`src/design/pcm_defines.svh`:
```
`ifndef PCM_DEFINES_SVH
`define PCM_DEFINES_SVH

// ==========================================================
// Sizes
`define PCM_ADDR_W         8
`define PCM_DATA_W         8
`define PCM_PORT_COUNT     4
`define PCM_PIN_COUNT      32
`define PCM_FUNC_COUNT     16
`define PCM_PIN_IDX_W      5
`define PCM_FUNC_IDX_W     4
`define PCM_MATCH_PORT     3

// ==========================================================
// Register offsets
`define PCM_OFS_LATCH0     8'h80
`define PCM_OFS_LATCH_STEP 8'h10
`define PCM_OFS_OUTMODE0   8'hA4
`define PCM_OFS_ANALOG0    8'hF1
`define PCM_OFS_XBAR0      8'hE1
`define PCM_OFS_XBAR1      8'hE2
`define PCM_OFS_XBAR2      8'hE3
`define PCM_OFS_MATCH_VAL  8'hAE
`define PCM_OFS_MATCH_SEL  8'hAF
`define PCM_OFS_IRQ_STAT   8'hB8
`define PCM_OFS_IRQ_MASK   8'hB9

// ==========================================================
// Fields
`define PCM_XBAR_EN_BIT    6
`define PCM_IRQ_MISMATCH   0
`define PCM_IRQ_OVERFLOW   1
`define PCM_FUNC_IS_OUT    16'h7DF5

// ==========================================================
// Reset values
`define PCM_RST_LATCH      8'hFF
`define PCM_RST_OUTMODE    8'h00
`define PCM_RST_ANALOG     8'h00
`define PCM_RST_XBAR       8'h00
`define PCM_RST_MATCH_VAL  8'hFF
`define PCM_RST_MATCH_SEL  8'h00
`define PCM_RST_IRQ        8'h00

`endif

```
`src/design/pcm_pkg.sv`:
```
`include "pcm_defines.svh"

package pcm_pkg;

   // ==========================================================
   // Bus request
   typedef struct packed {
      logic [`PCM_ADDR_W-1:0] addr;
      logic [`PCM_DATA_W-1:0] wdata;
      logic                   wr;
      logic                   rd;
   } pcm_bus_req_t;

   // ==========================================================
   // Pin drive
   typedef struct packed {
      logic [`PCM_PIN_COUNT-1:0] out;
      logic [`PCM_PIN_COUNT-1:0] oe;
   } pcm_pin_drive_t;

   // ==========================================================
   // Crossbar placement result
   typedef struct packed {
      logic [`PCM_PIN_COUNT-1:0]                          used;
      logic [`PCM_PIN_COUNT-1:0][`PCM_FUNC_IDX_W-1:0]     funcOfPin;
      logic [`PCM_FUNC_COUNT-1:0][`PCM_PIN_IDX_W-1:0]     pinOfFunc;
      logic [`PCM_FUNC_COUNT-1:0]                         placed;
      logic                                               overflow;
   } pcm_route_t;

   // ==========================================================
   // Whole module state
   typedef struct packed {
      logic [`PCM_PORT_COUNT-1:0][`PCM_DATA_W-1:0] latch;
      logic [`PCM_PORT_COUNT-1:0][`PCM_DATA_W-1:0] outMode;
      logic [`PCM_PORT_COUNT-1:0][`PCM_DATA_W-1:0] analog;
      logic [2:0][`PCM_DATA_W-1:0]                 xbar;
      logic [`PCM_DATA_W-1:0]                      matchValue;
      logic [`PCM_DATA_W-1:0]                      matchSelect;
      logic [`PCM_DATA_W-1:0]                      irqStatus;
      logic [`PCM_DATA_W-1:0]                      irqMask;
      logic [`PCM_DATA_W-1:0]                      readData;
      pcm_pin_drive_t                              pins;
      logic [`PCM_FUNC_COUNT-1:0]                  funcIn;
   } pcm_state_t;

endpackage

```
`src/design/pcm_port_crossbar_and_match.sv`:
```
// The address-and-strobe port is this design's own decision.
`timescale 1ns/1ps
`include "pcm_defines.svh"
// How it works
// - Reading a port latch returns live pin levels regardless of crossbar routing.
// - Enabled peripheral functions take pins in fixed priority order, lowest first.
// - Two crossbar select registers decide which functions the crossbar routes; bit 6 of the third enables it.
// - Each pin's output-mode bit picks push-pull or open-drain driving while the crossbar is enabled; with it off only the debug link can drive its pin.
// - Each pin acts as GPIO, peripheral pin, or analog function.
// - Highest pin is shared between GPIO and the debug link data line.
// - Unselected port-3 pins are ignored and never cause a mismatch.
// - Selected port-3 pins are compared with the same bit of the match value.
// - Match value bit 0 compares against low, bit 1 against high.
module pcm_port_crossbar_and_match
   import pcm_pkg::*;
(
   // Clock and reset
   input  wire logic                         sys_clk,
   input  wire logic                         reset,
   // Register port
   input  wire pcm_bus_req_t                 busReq,
   output      logic [`PCM_DATA_W-1:0]       busReadData,
   // Pins
   input  wire logic [`PCM_PIN_COUNT-1:0]    pinIn,
   output      logic [`PCM_PIN_COUNT-1:0]    pinOut,
   output      logic [`PCM_PIN_COUNT-1:0]    pinOe,
   // Peripheral side
   input  wire logic [`PCM_FUNC_COUNT-1:0]   funcOut,
   output      logic [`PCM_FUNC_COUNT-1:0]   funcIn,
   // Debug link data line
   input  wire logic                         debugActive,
   input  wire logic                         debugDataOut,
   input  wire logic                         debugDataOe,
   output      logic                         debugDataIn,
   // Interrupt
   output      logic                         irq
);

   localparam int PORTS = `PCM_PORT_COUNT;
   localparam int PINS  = `PCM_PIN_COUNT;
   localparam int FUNCS = `PCM_FUNC_COUNT;
   localparam int DEBUG_PIN = `PCM_PIN_COUNT - 1;
   // A bit-select cannot stand on a bare literal, so the direction mask gets a name
   localparam logic [`PCM_FUNC_COUNT-1:0] FUNC_IS_OUT = `PCM_FUNC_IS_OUT;

   pcm_state_t st;
   pcm_state_t next_st;

   // ==========================================================
   // Offset decoding
   function automatic logic [`PCM_ADDR_W-1:0] latchOffset(input int idx);
      latchOffset = `PCM_OFS_LATCH0 + 8'(idx) * `PCM_OFS_LATCH_STEP;
   endfunction

   function automatic logic [`PCM_ADDR_W-1:0] outModeOffset(input int idx);
      outModeOffset = `PCM_OFS_OUTMODE0 + 8'(idx);
   endfunction

   function automatic logic [`PCM_ADDR_W-1:0] analogOffset(input int idx);
      analogOffset = `PCM_OFS_ANALOG0 + 8'(idx);
   endfunction

   // ==========================================================
   // Priority placement: each enabled function, in index order, takes the
   // lowest free pin that is neither analog nor held by the debug link
   function automatic pcm_route_t crossbarRoute(
      input logic [FUNCS-1:0] enable,
      input logic [PINS-1:0]  skip
   );
      pcm_route_t r;
      logic [PINS-1:0] taken;
      logic            found;
      r        = '0;
      taken    = skip;
      for (int f = 0; f < FUNCS; f++) begin
         found = 1'b0;
         if (enable[f]) begin
            for (int p = 0; p < PINS; p++) begin
               if (!found && !taken[p]) begin
                  found              = 1'b1;
                  taken[p]           = 1'b1;
                  r.used[p]          = 1'b1;
                  r.funcOfPin[p]     = `PCM_FUNC_IDX_W'(f);
                  r.pinOfFunc[f]     = `PCM_PIN_IDX_W'(p);
                  r.placed[f]        = 1'b1;
               end
            end
            if (!found) begin
               r.overflow = 1'b1;
            end
         end
      end
      crossbarRoute = r;
   endfunction

   // ==========================================================
   // Combinational next state
   pcm_route_t                 route;
   logic [PINS-1:0]            analogFlat;
   logic [PINS-1:0]            outModeFlat;
   logic [PINS-1:0]            latchFlat;
   logic [PINS-1:0]            skipPins;
   logic [FUNCS-1:0]           funcEnable;
   logic                       xbarOn;
   logic                       mismatch;
   logic [`PCM_DATA_W-1:0]     port3Level;
   logic [`PCM_DATA_W-1:0]     readValue;
   logic [`PCM_DATA_W-1:0]     irqSet;
   logic [`PCM_DATA_W-1:0]     irqClear;
   logic                       driveVal;
   logic                       isPeriph;
   logic [`PCM_FUNC_IDX_W-1:0] fsel;

   always_comb begin
      next_st     = st;
      fsel        = '0;
      isPeriph    = 1'b0;
      driveVal    = 1'b0;
      analogFlat  = st.analog;
      outModeFlat = st.outMode;
      latchFlat   = st.latch;
      xbarOn      = st.xbar[2][`PCM_XBAR_EN_BIT];
      funcEnable  = {st.xbar[1], st.xbar[0]};
      // Analog pins are skipped; the debug pin is withheld while the link owns it
      skipPins    = analogFlat;
      skipPins[DEBUG_PIN] = skipPins[DEBUG_PIN] | debugActive;
      route       = crossbarRoute(xbarOn ? funcEnable : '0, skipPins);

      // Port match
      port3Level  = pinIn[`PCM_MATCH_PORT*`PCM_DATA_W +: `PCM_DATA_W];
      mismatch    = |((port3Level ^ st.matchValue) & st.matchSelect);

      // Register writes
      if (busReq.wr) begin
         for (int i = 0; i < PORTS; i++) begin
            if (busReq.addr == latchOffset(i)) begin
               next_st.latch[i] = busReq.wdata;
            end
            if (busReq.addr == outModeOffset(i)) begin
               next_st.outMode[i] = busReq.wdata;
            end
            if (busReq.addr == analogOffset(i)) begin
               next_st.analog[i] = busReq.wdata;
            end
         end
         case (busReq.addr)
            `PCM_OFS_XBAR0:     next_st.xbar[0]     = busReq.wdata;
            `PCM_OFS_XBAR1:     next_st.xbar[1]     = busReq.wdata;
            `PCM_OFS_XBAR2:     next_st.xbar[2]     = busReq.wdata;
            `PCM_OFS_MATCH_VAL: next_st.matchValue  = busReq.wdata;
            `PCM_OFS_MATCH_SEL: next_st.matchSelect = busReq.wdata;
            `PCM_OFS_IRQ_MASK:  next_st.irqMask     = busReq.wdata;
            default: ;
         endcase
      end

      // Register reads; a latch read shows the pins, not the stored value
      readValue = '0;
      for (int i = 0; i < PORTS; i++) begin
         if (busReq.addr == latchOffset(i)) begin
            readValue = pinIn[i*`PCM_DATA_W +: `PCM_DATA_W];
         end
         if (busReq.addr == outModeOffset(i)) begin
            readValue = st.outMode[i];
         end
         if (busReq.addr == analogOffset(i)) begin
            readValue = st.analog[i];
         end
      end
      case (busReq.addr)
         `PCM_OFS_XBAR0:     readValue = st.xbar[0];
         `PCM_OFS_XBAR1:     readValue = st.xbar[1];
         `PCM_OFS_XBAR2:     readValue = st.xbar[2];
         `PCM_OFS_MATCH_VAL: readValue = st.matchValue;
         `PCM_OFS_MATCH_SEL: readValue = st.matchSelect;
         `PCM_OFS_IRQ_STAT:  readValue = st.irqStatus;
         `PCM_OFS_IRQ_MASK:  readValue = st.irqMask;
         default: ;
      endcase
      next_st.readData = busReq.rd ? readValue : '0;

      // Sticky status: read clears, but an event in the same cycle survives
      irqSet   = '0;
      irqSet[`PCM_IRQ_MISMATCH] = mismatch;
      irqSet[`PCM_IRQ_OVERFLOW] = route.overflow;
      irqClear = (busReq.rd && busReq.addr == `PCM_OFS_IRQ_STAT) ? st.irqStatus : '0;
      next_st.irqStatus = (st.irqStatus & ~irqClear) | irqSet;

      // Pin drive
      for (int p = 0; p < PINS; p++) begin
         fsel     = route.funcOfPin[p];
         isPeriph = xbarOn && route.used[p];
         driveVal = isPeriph ? funcOut[fsel] : latchFlat[p];
         next_st.pins.out[p] = driveVal;
         if (analogFlat[p] || !xbarOn) begin
            // Analog pins and a disabled crossbar leave every output off except the debug pin while the link owns it
            next_st.pins.oe[p]  = 1'b0;
            next_st.pins.out[p] = 1'b0;
         end else if (isPeriph && !FUNC_IS_OUT[fsel]) begin
            next_st.pins.oe[p]  = 1'b0;
            next_st.pins.out[p] = 1'b0;
         end else begin
            // Open-drain only pulls low
            next_st.pins.oe[p] = outModeFlat[p] | ~driveVal;
            if (!outModeFlat[p]) begin
               next_st.pins.out[p] = 1'b0;
            end
         end
      end
      if (debugActive) begin
         next_st.pins.out[DEBUG_PIN] = debugDataOut;
         next_st.pins.oe[DEBUG_PIN]  = debugDataOe;
      end

      // Peripheral inputs idle high when their function has no pin
      for (int f = 0; f < FUNCS; f++) begin
         next_st.funcIn[f] = route.placed[f] ? pinIn[route.pinOfFunc[f]] : 1'b1;
      end
   end

   // ==========================================================
   // State register
   always_ff @(posedge sys_clk) begin
      if (reset) begin
         st.latch       <= {PORTS{`PCM_RST_LATCH}};
         st.outMode     <= {PORTS{`PCM_RST_OUTMODE}};
         st.analog      <= {PORTS{`PCM_RST_ANALOG}};
         st.xbar        <= {3{`PCM_RST_XBAR}};
         st.matchValue  <= `PCM_RST_MATCH_VAL;
         st.matchSelect <= `PCM_RST_MATCH_SEL;
         st.irqStatus   <= `PCM_RST_IRQ;
         st.irqMask     <= `PCM_RST_IRQ;
         st.readData    <= '0;
         st.pins        <= '0;
         st.funcIn      <= '1;
      end else begin
         st <= next_st;
      end
   end

   // ==========================================================
   // Outputs
   assign busReadData = st.readData;
   assign pinOut      = st.pins.out;
   assign pinOe       = st.pins.oe;
   assign funcIn      = st.funcIn;
   assign debugDataIn = pinIn[DEBUG_PIN];
   assign irq         = |(st.irqStatus & st.irqMask);

endmodule

```
`config.mk`:
```
export PLATFORM = sky130hd
export DESIGN_NAME = pcm_port_crossbar_and_match
export DESIGN_NICKNAME = d
export VERILOG_FILES = /design/src/design/pcm_pkg.sv /design/src/design/pcm_port_crossbar_and_match.sv
export VERILOG_INCLUDE_DIRS = /design/src /design/src/design
export SDC_FILE = /design/constraint.sdc
export NUM_CORES = 2
export LEC_CHECK = 0
export BUFFER_PORTS_ARGS = -buffer_cell sky130_fd_sc_hd__buf_4
export CORE_MARGIN = 5
export CORE_UTILIZATION = 30
export DETAILED_ROUTE_END_ITERATION = 8
export SYNTH_ARGS = -nofsm -noshare
export SYNTH_HDL_FRONTEND = slang
export SYNTH_SLANG_ARGS = --single-unit
export TNS_END_PERCENT = 20
```
`constraint.sdc`:
```
create_clock -name sys_clk -period 10 [get_ports sys_clk]
set_input_delay 0.5 -clock sys_clk [delete_from_list [all_inputs] [get_ports sys_clk]]
set_output_delay 0.5 -clock sys_clk [all_outputs]
set_load 0.01 [all_outputs]
```
==> out/metrics.yaml <==
routing:
  wl_met2_mm: 123
  drt_wl_total_mm: 321
  wl_met1_mm: 125
  dr_wl_met3_mm: 42.4
  drc_errors: 0
  antenna_left: 0
  highest_layer: "met5"
  first_pass_iters: 9
  vias: 66100
  drt_iter0_markers: 10600
  route.detailed.vias_per_inst: 6.53
  routedWlPerCell_um: 31.7
layout:
  drive_gt1_frac: 0.302
  stdcell_count: 10100
  synthToLayoutAreaGrowth_pct: 34.1
  postLayoutCellArea_um2: 61300
  nets: 8137
sta:
  post-route-period-util: 0.977
  setup_viol: 0
  maxSlewHeadroom: 0.0537
  finalCriticalPeriod_ps: 9770
  hold_viol_final: 0
  tightest_slew_ps: 1420
  slew_viol_final: 0
  fmax_mhz: 102
  clock_skew_ps: 66.7
floorplanning:
  core_um2: 152000
  row_count: 143
  die_w_um: 400
  io_pins: 161
  start_util: 0.301
  fp.dieH_um: 400
  die_area_um2: 160000
setup_path:
  critPathSlowestCell: "or4b_2"
  worstSetupEndpointType: "flop"
  startpoint_type: "flop"
  cp.buffers_inverters: 12
  cpPeakStageDelay_ps: 670
  rr_worst_depth: 43
  crit_required_ps: 10610
  path_common_cell: "buf_4"
  crit_family: "compound AO/OA/AOI/OAI gates"
  path_max_fanout: 12
  crit_type: "reg2reg"
  cp.depth: 43
  worstPathArrival_ps: 10380
grt:
  grt_pass1_wl_mm: 440
  antenna_found_initial: 16
  grt_overflow: 0
  grt_start_max_net_pins: 86
  groute.usage.overall: 0.371
  grt_pass1_vias: 59500
pwr:
  p_int_mw: 1.76
  power_switching_mw: 0.835
  combPwrFrac: 0.157
  powerDensity_nw_per_um2: 42.3
  swShare: 0.322
  vdd_drop_max_mv: 0.134
  power_frac_seq: 0.370
  power.total_mw: 2.59
  pwr-share-clk: 0.473
  p_leak_nw: 24.0
placed_design:
  numPortBuffers: 160
  gp_congestion: 1.13
  place_inst: 9995
  placed_area_um2: 57800
  place_hpwl_mm: 258
run_status:
  status: "complete, no violations"
clocking:
  cts_htree_levels: 1
  cts_buffers: 31
  clockBufferDepth: 3
  cts_hold_buffers: 0
  clock-root-buffer: "clkbuf_16"
  clkLatencyLatePin_ps: 690
  path_clk_slew_ps: 60
  clock-sinks: 240
  cts_tree: "yes"
min_path:
  whs_path_depth: 2
  hold_path.class: "in2reg"
logic_synthesis:
  synth_cells: 6933
  synth_seq_cells: 240
  ys_warn_count: 0
  ys_seq_area_frac: 0.105
  syn_nets: 7004
  synth_common_cells: "1012 x nand2_1, 725 x nor2_1, 638 x a21oi_1"
  synth_edf_count: 0
  synth_ff_type: "dfxtp_1"
  synth_area_leaders: "dfxtp_1 11%, nand2_1 8.3%, a21oi_1 7.0%"
  syn_avg_cell_area_um2: 6.59
  synth_top_area_cell: "dfxtp_1"
  synth.most_common_cell: "nand2_1"
  ys_types: 139
  syn_area_um2: 45700
  ys_async_sr_fraction: 0
  synthDominantCellAreaShare: 0.105
job:
  maxCapViolations: 0
[per-stage QoR]
step	TNS, ps	setup slack, ps	hold slack [ps]	utilization
2_1_floorplan	0	775	416	-
3_3_place_gp	-4420	-385	442	0.381
3_5_place_dp	-7220	-560	450	0.381
4_1_cts	0	22.9	84.7	0.390
5_1_grt	-459	-81.0	112	0.404
6_report	0	234	117	0.404
[registers in the layout, indices dropped and copies added, names as in the netlist]
name,flops
analogFlat,32
latchFlat,32
pinOut,32
busReadData,8
st,40
outModeFlat,32
pinOe,32
funcIn,16
funcEnable,16
[layout make-up]
cell class / instances / area [um2]
antenna: 10 / 25.0
clock buffer: 36 / 825
clock inverter: 22 / 263
fill: 16200 / 90400
inverter: 64 / 240
multi-input combinational: 6080 / 39800
sequential: 240 / 4830
tap: 2030 / 2540
timing repair buffer: 1649 / 12700
[worst paths after layout]
path	start	to	slack [ps]
worst max-delay path	analogFlat[2]	pinOe[29]	230
worst min-delay path	debugDataOut	pinOut[31]	120
worst max register to register	analogFlat[2]	pinOe[29]	230
worst min register to register	outModeFlat[18]	pinOut[18]	440
[worst reg2reg max path, delay by kind of cell, from the launching register on]
family	cells	cell delay (ps)
mux	1	330
simple gates	12	2680
compound gates	18	4360
flops	1	390
buf+inv	12	1980
[what timing repair did]
item	CTS	global route
setup buffers	3	61
gates resized for setup	32	352
pin swaps	2	97
setup endpoints to repair	22	46
gates cloned	0	3
[power by group through the flow]
stage               combinational [mW]  clock [mW]  sequential (mW)
floorplan                        0.199           0            0.979
global placement                 0.370           0            0.981
detailed placement               0.373           0            0.981
CTS                              0.375        1.23            0.959
global route                     0.405        1.27            0.958
finish                           0.406        1.23            0.958
[per-layer routing]
metal / vias to the layer above / GRT usage
li1: 28700 / -
met4: 8 / 0.272
met1: 31400 / 0.482
met2: 4887 / 0.511
met5: - / 0
met3: 1100 / 0.118
[cell usage in the layout, fill, tap and decap left out, types with 63 or more instances in the layout]
master	Yosys	routed
a21oi_1	638	611
nand2_1	1012	995
nand3_1	335	331
nand4_1	87	87
o21ai_1	75	66
nor2_1	725	700
inv_1	63	63
o211ai_1	171	171
mux2i_1	290	289
buf_4	111	1608
o21ai_0	468	454
a31oi_1	111	103
and2_1	89	85
nor3_1	207	189
a211oi_1	159	141
mux2_2	140	140
and3_1	71	64
dfxtp_1	240	233
[kinds of logic after synthesis]
group	synth area share
simple gates	0.309
flops	0.105
compound gates	0.383
fa+ha+maj	0.0125
xor+xnor	0.00747
buf+inv	0.0627
mux	0.121
No activity file was read; power rests on OpenSTA's default activity.
